[src/hw/preset_store_pkg.sv]
// constants shared by both ends of the preset output parameter link
package preset_store_pkg;
  // device locations
  localparam logic [31:0] TABLE_BASE_ADDR = 32'hF0050000;
  localparam logic [31:0] REQ_CODE_ADDR = 32'h80004000;
  localparam logic [31:0] OP_SEL_ADDR = 32'h800041E0;
  localparam logic [31:0] TARGET_ADDR_ADDR = 32'h800041E4;
  localparam logic [31:0] EXEC_CTRL_ADDR = 32'h80004002;
  // data values
  localparam logic [15:0] REQ_CODE_START = 16'h2025;
  localparam logic [15:0] REQ_CODE_END = 16'h0000;
  localparam logic [15:0] OP_SAVE = 16'h0000;
  localparam logic [15:0] OP_INIT = 16'h0003;
  localparam logic [15:0] EXEC_PREPARE = 16'h0002;
  localparam logic [15:0] EXEC_RUN = 16'h0001;
  localparam logic [31:0] NV_DEFAULT = 32'h00000000;
  // storage and width code
  localparam logic [3:0] MODE_VOLATILE = 4'h1;
  localparam logic [3:0] MODE_NONVOLATILE = 4'h2;
  localparam logic [3:0] TYPE_BYTE = 4'h1;
  localparam logic [3:0] TYPE_SHORT = 4'h2;
  localparam logic [3:0] TYPE_LONG = 4'h3;
  localparam logic [7:0] CODE_SHORT_VOL = 8'h12;
  localparam logic [7:0] CODE_LONG_VOL = 8'h13;
  // servo command io field
  localparam int STOP_BIT = 30;
  // command alarm codes
  localparam logic [3:0] ALARM_NONE = 4'h0;
  localparam logic [3:0] ALARM_CMD = 4'h9;
  // controller register map
  localparam logic [7:0] REG_CTRL = 8'h00;
  localparam logic [7:0] REG_POS = 8'h04;
  localparam logic [7:0] REG_STATUS = 8'h08;
  localparam int CTRL_SAVE_BIT = 0;
  localparam int CTRL_INIT_BIT = 1;
  localparam int CTRL_STOP_BIT = 2;
  localparam int CTRL_POS_BIT = 3;
  localparam int STAT_BUSY_BIT = 0;
  localparam int STAT_DONE_BIT = 1;
  localparam int STAT_ERR_BIT = 2;
  localparam int STAT_STOP_BIT = 3;
  localparam int STAT_ALARM_LSB = 4;
  localparam logic [1:0] RESP_OKAY = 2'b00;
  localparam logic [1:0] RESP_SLVERR = 2'b10;
  localparam int LAST_SEQ_STEP = 5;
endpackage
[src/hw/preset_link_if.sv]
// command link between the controller and the preset store device
`timescale 1ns/1ns
interface preset_link_if;
  logic cmd_valid;
  logic cmd_ready;
  logic [7:0] cmd_mode_type;
  logic [31:0] cmd_addr;
  logic [31:0] cmd_data;
  logic rsp_valid;
  logic [3:0] rsp_alarm;
  logic [31:0] servo_command_io;
  modport device(input cmd_valid, cmd_mode_type, cmd_addr, cmd_data,
    servo_command_io, output cmd_ready, rsp_valid, rsp_alarm);
  modport host(output cmd_valid, cmd_mode_type, cmd_addr, cmd_data,
    servo_command_io, input cmd_ready, rsp_valid, rsp_alarm);
endinterface

[src/hw/preset_store_host.sv]
// controller end: axi4-lite registers driving the save/init sequences
`timescale 1ns/1ns
module preset_store_host
  import preset_store_pkg::*;
(
  input wire logic i_mclk,
  input wire logic i_rst_n,
  input wire logic i_s_axi_awvalid,
  output logic o_s_axi_awready,
  input wire logic [7:0] i_s_axi_awaddr,
  input wire logic i_s_axi_wvalid,
  output logic o_s_axi_wready,
  input wire logic [31:0] i_s_axi_wdata,
  input wire logic [3:0] i_s_axi_wstrb,
  output logic o_s_axi_bvalid,
  input wire logic i_s_axi_bready,
  output logic [1:0] o_s_axi_bresp,
  input wire logic i_s_axi_arvalid,
  output logic o_s_axi_arready,
  input wire logic [7:0] i_s_axi_araddr,
  output logic o_s_axi_rvalid,
  input wire logic i_s_axi_rready,
  output logic [31:0] o_s_axi_rdata,
  output logic [1:0] o_s_axi_rresp,
  preset_link_if.host link
);
  typedef enum {H_IDLE, H_ISSUE, H_WAIT} hst_t;

  hst_t st_q;
  logic [2:0] step_q;
  logic op_init_q;
  logic pos_only_q;
  logic stop_q;
  logic done_q;
  logic err_q;
  logic [3:0] alarm_q;
  logic [31:0] pos_q;
  logic [7:0] code_q;
  logic [31:0] addr_q;
  logic [31:0] data_q;
  logic aw_have_q;
  logic w_have_q;
  logic [7:0] awaddr_q;
  logic [31:0] wdata_q;
  logic [3:0] wstrb_q;
  logic bvalid_q;
  logic [1:0] bresp_q;
  logic rvalid_q;
  logic [31:0] rdata_q;
  logic [1:0] rresp_q;

  // 0 none, 1 ctrl, 2 pos, 3 status
  function automatic logic [1:0] reg_sel(input logic [7:0] a);
    if (a == REG_CTRL) begin
      return 2'd1;
    end else if (a == REG_POS) begin
      return 2'd2;
    end else if (a == REG_STATUS) begin
      return 2'd3;
    end
    return 2'd0;
  endfunction

  // code, address and data of each step of the fixed sequence
  function automatic logic [71:0] seq_cmd(input logic [2:0] s,
    input logic init);
    case (s)
      3'd0: return {CODE_SHORT_VOL, REQ_CODE_ADDR,
        16'h0000, REQ_CODE_START};
      3'd1: return {CODE_SHORT_VOL, OP_SEL_ADDR, 16'h0000,
        init ? OP_INIT : OP_SAVE};
      3'd2: return {CODE_LONG_VOL, TARGET_ADDR_ADDR,
        TABLE_BASE_ADDR};
      3'd3: return {CODE_SHORT_VOL, EXEC_CTRL_ADDR,
        16'h0000, EXEC_PREPARE};
      3'd4: return {CODE_SHORT_VOL, EXEC_CTRL_ADDR,
        16'h0000, EXEC_RUN};
      default: return {CODE_SHORT_VOL, REQ_CODE_ADDR,
        16'h0000, REQ_CODE_END};
    endcase
  endfunction

  wire wr_fire = aw_have_q & w_have_q & !bvalid_q;
  wire [1:0] wsel = reg_sel(awaddr_q);
  wire [1:0] rsel = reg_sel(i_s_axi_araddr);
  wire ctrl_wr = wr_fire & (wsel == 2'd1) & wstrb_q[0];
  wire pos_wr = wr_fire & (wsel == 2'd2);
  wire idle = (st_q == H_IDLE);
  wire go_save = ctrl_wr & idle & wdata_q[CTRL_SAVE_BIT];
  wire go_init = ctrl_wr & idle & wdata_q[CTRL_INIT_BIT] & !go_save;
  wire go_pos = ctrl_wr & idle & wdata_q[CTRL_POS_BIT] & !go_save &
    !wdata_q[CTRL_INIT_BIT];
  wire go_seq = go_save | go_init;
  wire ar_take = i_s_axi_arvalid & !rvalid_q;
  wire [2:0] last_step = pos_only_q ? 3'd0 : 3'(LAST_SEQ_STEP);
  wire [2:0] step_nx = step_q + 3'd1;
  wire [71:0] nx_cmd = seq_cmd(step_nx, op_init_q);
  wire [71:0] first_cmd = seq_cmd(3'd0, go_init);
  wire [31:0] status_w = {24'h000000, alarm_q, stop_q, err_q, done_q,
    !idle};
  wire [31:0] ctrl_w = 32'(stop_q) << CTRL_STOP_BIT;
  wire [31:0] rd_mux = (rsel == 2'd1) ? ctrl_w :
    (rsel == 2'd2) ? pos_q : (rsel == 2'd3) ? status_w : 32'h00000000;

  assign o_s_axi_awready = !aw_have_q;
  assign o_s_axi_wready = !w_have_q;
  assign o_s_axi_bvalid = bvalid_q;
  assign o_s_axi_bresp = bresp_q;
  assign o_s_axi_arready = !rvalid_q;
  assign o_s_axi_rvalid = rvalid_q;
  assign o_s_axi_rdata = rdata_q;
  assign o_s_axi_rresp = rresp_q;
  assign link.cmd_valid = (st_q == H_ISSUE);
  assign link.cmd_mode_type = code_q;
  assign link.cmd_addr = addr_q;
  assign link.cmd_data = data_q;
  // reserved bits of the field stay zero
  assign link.servo_command_io = 32'(stop_q) << STOP_BIT;

  always_ff @(posedge i_mclk or negedge i_rst_n) begin
    if (!i_rst_n) begin
      aw_have_q <= 1'b0;
      w_have_q <= 1'b0;
      awaddr_q <= 8'h00;
      wdata_q <= 32'h00000000;
      wstrb_q <= 4'h0;
      bvalid_q <= 1'b0;
      bresp_q <= RESP_OKAY;
    end else begin
      if (i_s_axi_awvalid && !aw_have_q) begin
        aw_have_q <= 1'b1;
        awaddr_q <= i_s_axi_awaddr;
      end
      if (i_s_axi_wvalid && !w_have_q) begin
        w_have_q <= 1'b1;
        wdata_q <= i_s_axi_wdata;
        wstrb_q <= i_s_axi_wstrb;
      end
      if (wr_fire) begin
        aw_have_q <= 1'b0;
        w_have_q <= 1'b0;
        bvalid_q <= 1'b1;
        bresp_q <= (wsel == 2'd0) ? RESP_SLVERR : RESP_OKAY;
      end else if (i_s_axi_bready) begin
        bvalid_q <= 1'b0;
      end
    end
  end

  always_ff @(posedge i_mclk or negedge i_rst_n) begin
    if (!i_rst_n) begin
      rvalid_q <= 1'b0;
      rdata_q <= 32'h00000000;
      rresp_q <= RESP_OKAY;
    end else if (ar_take) begin
      rvalid_q <= 1'b1;
      rdata_q <= rd_mux;
      rresp_q <= (rsel == 2'd0) ? RESP_SLVERR : RESP_OKAY;
    end else if (i_s_axi_rready) begin
      rvalid_q <= 1'b0;
    end
  end

  for (genvar b = 0; b < 4; b++) begin : g_pos
    always_ff @(posedge i_mclk or negedge i_rst_n) begin
      if (!i_rst_n) begin
        pos_q[8*b +: 8] <= 8'h00;
      end else if (pos_wr && wstrb_q[b]) begin
        pos_q[8*b +: 8] <= wdata_q[8*b +: 8];
      end
    end
  end

  always_ff @(posedge i_mclk or negedge i_rst_n) begin
    if (!i_rst_n) begin
      stop_q <= 1'b0;
    end else if (ctrl_wr) begin
      // raise to halt, e.g. during origin return; clear to resume
      stop_q <= wdata_q[CTRL_STOP_BIT];
    end
  end

  always_ff @(posedge i_mclk or negedge i_rst_n) begin
    if (!i_rst_n) begin
      st_q <= H_IDLE;
      step_q <= 3'd0;
      op_init_q <= 1'b0;
      pos_only_q <= 1'b0;
      done_q <= 1'b0;
      err_q <= 1'b0;
      alarm_q <= ALARM_NONE;
      code_q <= 8'h00;
      addr_q <= 32'h00000000;
      data_q <= 32'h00000000;
    end else begin
      case (st_q)
        H_IDLE: begin
          if (go_seq || go_pos) begin
            st_q <= H_ISSUE;
            step_q <= 3'd0;
            op_init_q <= go_init;
            pos_only_q <= go_pos;
            done_q <= 1'b0;
            err_q <= 1'b0;
            alarm_q <= ALARM_NONE;
            if (go_pos) begin
              {code_q, addr_q, data_q} <=
                {CODE_LONG_VOL, TABLE_BASE_ADDR, pos_q};
            end else begin
              {code_q, addr_q, data_q} <= first_cmd;
            end
          end
        end
        H_ISSUE: begin
          if (link.cmd_ready) begin
            st_q <= H_WAIT;
          end
        end
        H_WAIT: begin
          if (link.rsp_valid) begin
            alarm_q <= link.rsp_alarm;
            if (link.rsp_alarm != ALARM_NONE) begin
              // abort; the device keeps its sequence state until an end code is sent
              st_q <= H_IDLE;
              err_q <= 1'b1;
            end else if (step_q == last_step) begin
              st_q <= H_IDLE;
              done_q <= 1'b1;
            end else begin
              // next step only after the previous one is answered
              st_q <= H_ISSUE;
              step_q <= step_nx;
              {code_q, addr_q, data_q} <= nx_cmd;
            end
          end
        end
        default: begin
          st_q <= H_IDLE;
        end
      endcase
    end
  end
endmodule

[src/flat_wrapper.sv]
// flat-port wrapper written by rule: the top's interface ports become plain ports
module preset_store_host_flat import preset_store_pkg::*;
  (i_mclk, i_rst_n, i_s_axi_awvalid, o_s_axi_awready, i_s_axi_awaddr, i_s_axi_wvalid, o_s_axi_wready, i_s_axi_wdata, i_s_axi_wstrb, o_s_axi_bvalid, i_s_axi_bready, o_s_axi_bresp, i_s_axi_arvalid, o_s_axi_arready, i_s_axi_araddr, o_s_axi_rvalid, i_s_axi_rready, o_s_axi_rdata, o_s_axi_rresp, link_cmd_valid, link_cmd_mode_type, link_cmd_addr, link_cmd_data, link_servo_command_io, link_cmd_ready, link_rsp_valid, link_rsp_alarm);
  preset_link_if link_i ();
  input wire logic i_mclk;
  input wire logic i_rst_n;
  input wire logic i_s_axi_awvalid;
  output logic o_s_axi_awready;
  input wire logic [7:0] i_s_axi_awaddr;
  input wire logic i_s_axi_wvalid;
  output logic o_s_axi_wready;
  input wire logic [31:0] i_s_axi_wdata;
  input wire logic [3:0] i_s_axi_wstrb;
  output logic o_s_axi_bvalid;
  input wire logic i_s_axi_bready;
  output logic [1:0] o_s_axi_bresp;
  input wire logic i_s_axi_arvalid;
  output logic o_s_axi_arready;
  input wire logic [7:0] i_s_axi_araddr;
  output logic o_s_axi_rvalid;
  input wire logic i_s_axi_rready;
  output logic [31:0] o_s_axi_rdata;
  output logic [1:0] o_s_axi_rresp;
  output wire logic [$bits(link_i.cmd_valid)-1:0] link_cmd_valid;
  output wire logic [$bits(link_i.cmd_mode_type)-1:0] link_cmd_mode_type;
  output wire logic [$bits(link_i.cmd_addr)-1:0] link_cmd_addr;
  output wire logic [$bits(link_i.cmd_data)-1:0] link_cmd_data;
  output wire logic [$bits(link_i.servo_command_io)-1:0] link_servo_command_io;
  input wire logic [$bits(link_i.cmd_ready)-1:0] link_cmd_ready;
  input wire logic [$bits(link_i.rsp_valid)-1:0] link_rsp_valid;
  input wire logic [$bits(link_i.rsp_alarm)-1:0] link_rsp_alarm;
  assign link_cmd_valid = link_i.cmd_valid;
  assign link_cmd_mode_type = link_i.cmd_mode_type;
  assign link_cmd_addr = link_i.cmd_addr;
  assign link_cmd_data = link_i.cmd_data;
  assign link_servo_command_io = link_i.servo_command_io;
  assign link_i.cmd_ready = link_cmd_ready;
  assign link_i.rsp_valid = link_rsp_valid;
  assign link_i.rsp_alarm = link_rsp_alarm;
  preset_store_host u_core (.i_mclk(i_mclk), .i_rst_n(i_rst_n), .i_s_axi_awvalid(i_s_axi_awvalid), .o_s_axi_awready(o_s_axi_awready), .i_s_axi_awaddr(i_s_axi_awaddr), .i_s_axi_wvalid(i_s_axi_wvalid), .o_s_axi_wready(o_s_axi_wready), .i_s_axi_wdata(i_s_axi_wdata), .i_s_axi_wstrb(i_s_axi_wstrb), .o_s_axi_bvalid(o_s_axi_bvalid), .i_s_axi_bready(i_s_axi_bready), .o_s_axi_bresp(o_s_axi_bresp), .i_s_axi_arvalid(i_s_axi_arvalid), .o_s_axi_arready(o_s_axi_arready), .i_s_axi_araddr(i_s_axi_araddr), .o_s_axi_rvalid(o_s_axi_rvalid), .i_s_axi_rready(i_s_axi_rready), .o_s_axi_rdata(o_s_axi_rdata), .o_s_axi_rresp(o_s_axi_rresp), .link(link_i));
endmodule
[config.mk]
export PLATFORM = sky130hd
export DESIGN_NAME = preset_store_host_flat
export DESIGN_NICKNAME = d
export VERILOG_FILES = /design/src/hw/preset_store_pkg.sv /design/src/hw/preset_link_if.sv /design/src/hw/preset_store_host.sv /design/src/flat_wrapper.sv
export SDC_FILE = /design/constraint.sdc
export NUM_CORES = 1
export LEC_CHECK = 0
export BUFFER_PORTS_ARGS = -buffer_cell sky130_fd_sc_hd__buf_2
export CAP_MARGIN = 0
export CORE_UTILIZATION = 40
export DETAILED_ROUTE_END_ITERATION = 8
export MAX_ROUTING_LAYER = met4
export SLEW_MARGIN = 10
export SYNTH_ARGS = -nofsm -noshare
export SYNTH_HDL_FRONTEND = slang
export SYNTH_SLANG_ARGS = --single-unit
[constraint.sdc]
create_clock -name i_mclk -period 4 [get_ports i_mclk]
set_input_delay 0.4 -clock i_mclk [delete_from_list [all_inputs] [get_ports i_mclk]]
set_output_delay 0.4 -clock i_mclk [all_outputs]
set_load 0.02 [all_outputs]
==> qor.txt <==
status - completed
chip width - 138 µm
final worst path period share - 66.9%
clock sink count - 167
sequential share of the synthesized area - 56.5%
Die ar. - 0.0190 mm²
Post-Syn Area per Cell - 12.1 µm²
final global-route overflow total - 0
crit path launch - u_core.awaddr_q[5]$_DFFE_PN0P_
CTS tree - yes
Layout Cells excl Fill - 989
cts-stage hold buffer count - 0
initial antenna violation count - 0
wire per inst - 17.4 µm
Finish-stage setup viols - 0
Initial DRC Count - 196
Setup CP Type - flip-flop to flip-flop
Mapped Cells - 609
pin count of the biggest net entering global routing - 117
register area - 0.00418 mm²
vias in the first global route - 4,953
number of fill cells - 1,663
Mapped Area - 0.00739 mm²
CP max FO - 13
pre-CTS setup slack - 1.26 ns
Core Rows - 49
Ports - 211
slowest cell on the critical path - and3_1
total number of vias - 4,956
antenna viol nets, final - 0
Least-Margin Pin Slew - 1.06 ns
nets - 817
Hold WC Path Type - input pin to asynchronous set/reset pin
CTS clock-pin slew for the worst setup and hold paths - 0.07 ns
Crit. End Element - flip-flop
area growth from synthesis to layout - 18.1%
crit-path cells - or4_4 > and4bb_1 > and3_1 > buf_4 > a22o_1
Hold Fails Final Rpt - 0
EDFF count, synth - 0
quantity of gates resized following cts - 0
Fin Clk Skew - 0.00931 ns
Die H - 138 µm
Cells after DPL - 955
fin. max-slew vios - 0
Yosys top cell by area - dfrtp_1
maxcap violations - 0
Post-DP HPWL - 12,200 µm
first-pass GRT wire length - 26,800 µm
register bit total from synthesis - 167
top post-synthesis cells by area - dfrtp_1, mux2_2, buf_4
H-Tree Depth - 4
area share of the largest cell type after synthesis - 56.5%
Startpoint Class - flip-flop
CP bufs+invs - 1
number of vias per cell - 5.01
RSZ-0062 raised after global routing - no
VDD IR-drop max - 0.410 mV
PD cells - 552 mW/mm²
Placer Congestion - 0.818
ys async rst share - 100%
post-CTS setup buffers - 0
fmax - 0.374 GHz
most common cell in the netlist - dfrtp_1
Detailed Route WL - 17,200 µm
YS warnings - 0
diode count - 0
Initial Utilization - 41.0%
Reg2Reg Launch Point - u_core.awaddr_q[5]$_DFFE_PN0P_
relative max-transition margin - 29.4%
CP top delay family - simple AND/OR/NAND/NOR gates
WHS - 0.130 ns
CP arrival - 3.04 ns
port bufs - 153
commonest cells in the netlist - dfrtp_1, mux2_2, buf_4, nand2_1, nand3_1
post-layout min period - 2.67 ns
insertion delay to the later sink of the worst-skew pair - 0.43 ns
worst-case clock buffer depth - 2
DRC - 0
Critical Path Max Stage Delay - 0.61 ns
Setup TNS Final - 0 ns
area of the multi-input gates - 0.00272 mm²
Setup WS post-layout - 1.33 ns
fraction of layout cells with a size suffix above 1 - 38.7%
DRT Pass-1 Iters - 4
root buffer cell - clkbuf_16
Top FF cell, synth - dfrtp_1
Power Total - 4.82 mW
Worst Path Required - 4.36 ns
Synth cell types - 50
GRT Util Overall - 19.5%
core box area - 0.0180 mm²
Num CTS Buffers - 17
Leakage - 4.66 nW
## layout by cell type (no fill, tap or decap), types with 2 or more instances in the layout
cell type / synthesis / final
mux2i_1: 11 / 11
o21ai_0: 11 / 11
mux2_1: 2 / 2
o2bb2ai_1: 2 / 2
nor2_1: 10 / 10
a41o_1: 6 / 6
nand3b_1: 3 / 3
bufinv_16: 0 / 2
buf_2: 5 / 152
a32oi_1: 2 / 2
o21a_1: 2 / 2
and3_1: 5 / 5
nand3_1: 28 / 28
nor2b_1: 9 / 7
o211ai_1: 2 / 2
nand2_1: 68 / 68
clkinv_4: 0 / 4
a221o_1: 2 / 2
buf_16: 0 / 2
inv_1: 16 / 16
clkbuf_8: 0 / 2
nand2_2: 4 / 4
a21oi_1: 9 / 9
nor4b_1: 3 / 3
a21o_1: 2 / 2
clkbuf_16: 0 / 17
nor4_1: 3 / 3
mux2_2: 89 / 89
buf_4: 68 / 5
a22o_1: 22 / 22
dfrtp_1: 167 / 167
nand2b_1: 3 / 3
conb_1: 1 / 57
inv_6: 0 / 2
a31oi_1: 6 / 6
clkinvlp_4: 0 / 4
and2_1: 2 / 2
ha_1: 5 / 5
## where the power goes
| group | internal [mW] | leakage [nW] | switching [mW] |
|---|---|---|---|
| Combinational | 0.423 | 2.19 | 0.437 |
| Clock | 0.959 | 0.282 | 0.695 |
| Sequential | 2.03 | 2.19 | 0.273 |
## logic make-up (layout without fill, tap and decap cells)
family	after synthesis	in the layout	synth area share, %
and+or+nand+nor	147	147	9.92
xor gates and xnor gates	1	1	0.119
buffers and inverters	114	209	9.63
muxes	102	102	15.4
adders and majority gates	5	5	0.846
AOI/OAI and AO/OA	72	72	7.53
DFF	167	167	56.5
other	1	57	0.0507
## registers in the layout, indices dropped and copies added, names as in the netlist, 2 cells and up
register / flops
u_core.alarm_q: 4
u_core.awaddr_q: 8
u_core.link.cmd_addr: 5
u_core.link.cmd_data: 32
u_core.link.cmd_mode_type: 2
u_core.o_s_axi_rdata: 32
u_core.pos_q: 32
u_core.st_q: 2
u_core.step_q: 3
u_core.wdata_q: 32
u_core.wstrb_q: 4
## worst paths after layout
kind | to | slack (ns) | cells after the start
min in group i_mclk | u_core.o_s_axi_bvalid$_DFFE_PN0P_ | 0.15 | 2
max reg2reg | u_core.link.cmd_data[12]$_DFFE_PN0P_ | 1.33 | 5
min reg2reg | u_core.o_s_axi_rdata[22]$_DFFE_PN0P_ | 0.47 | 2
max in group asynchronous | u_core.pos_q[13]$_DFFE_PN0P_ | 2.98 | 2
min | u_core.link.cmd_data[27]$_DFFE_PN0P_ | 0.13 | 1
max | u_core.link.cmd_data[12]$_DFFE_PN0P_ | 1.33 | 5
## metrics by stage
stage | instance area [µm²] | utilization (%)
finish | 8730 | 48.4
global route | 8730 | 48.4
CTS | 8680 | 48.1
detailed placement | 8080 | 44.8
global placement | 8080 | 44.8
floorplan | 7600 | -
## layer usage
metal  GRT usage [%]  wire length [µm]  up-vias
met3            5.01              1160       17
li1                -                 -     2261
met4            6.76               255        0
met1            25.5              7770     2469
met2            29.3              7980      209
met5               -                 0        -
## final cells by class
type,instances,area share (%)
clock buffer,19,5.19
clock inverter,13,1.69
inverter,16,0.688
multi-input combinational,384,31.2
sequential,167,47.9
tap,229,3.28
timing repair buffer,161,10.1
Power figures use the tool's default switching activity.
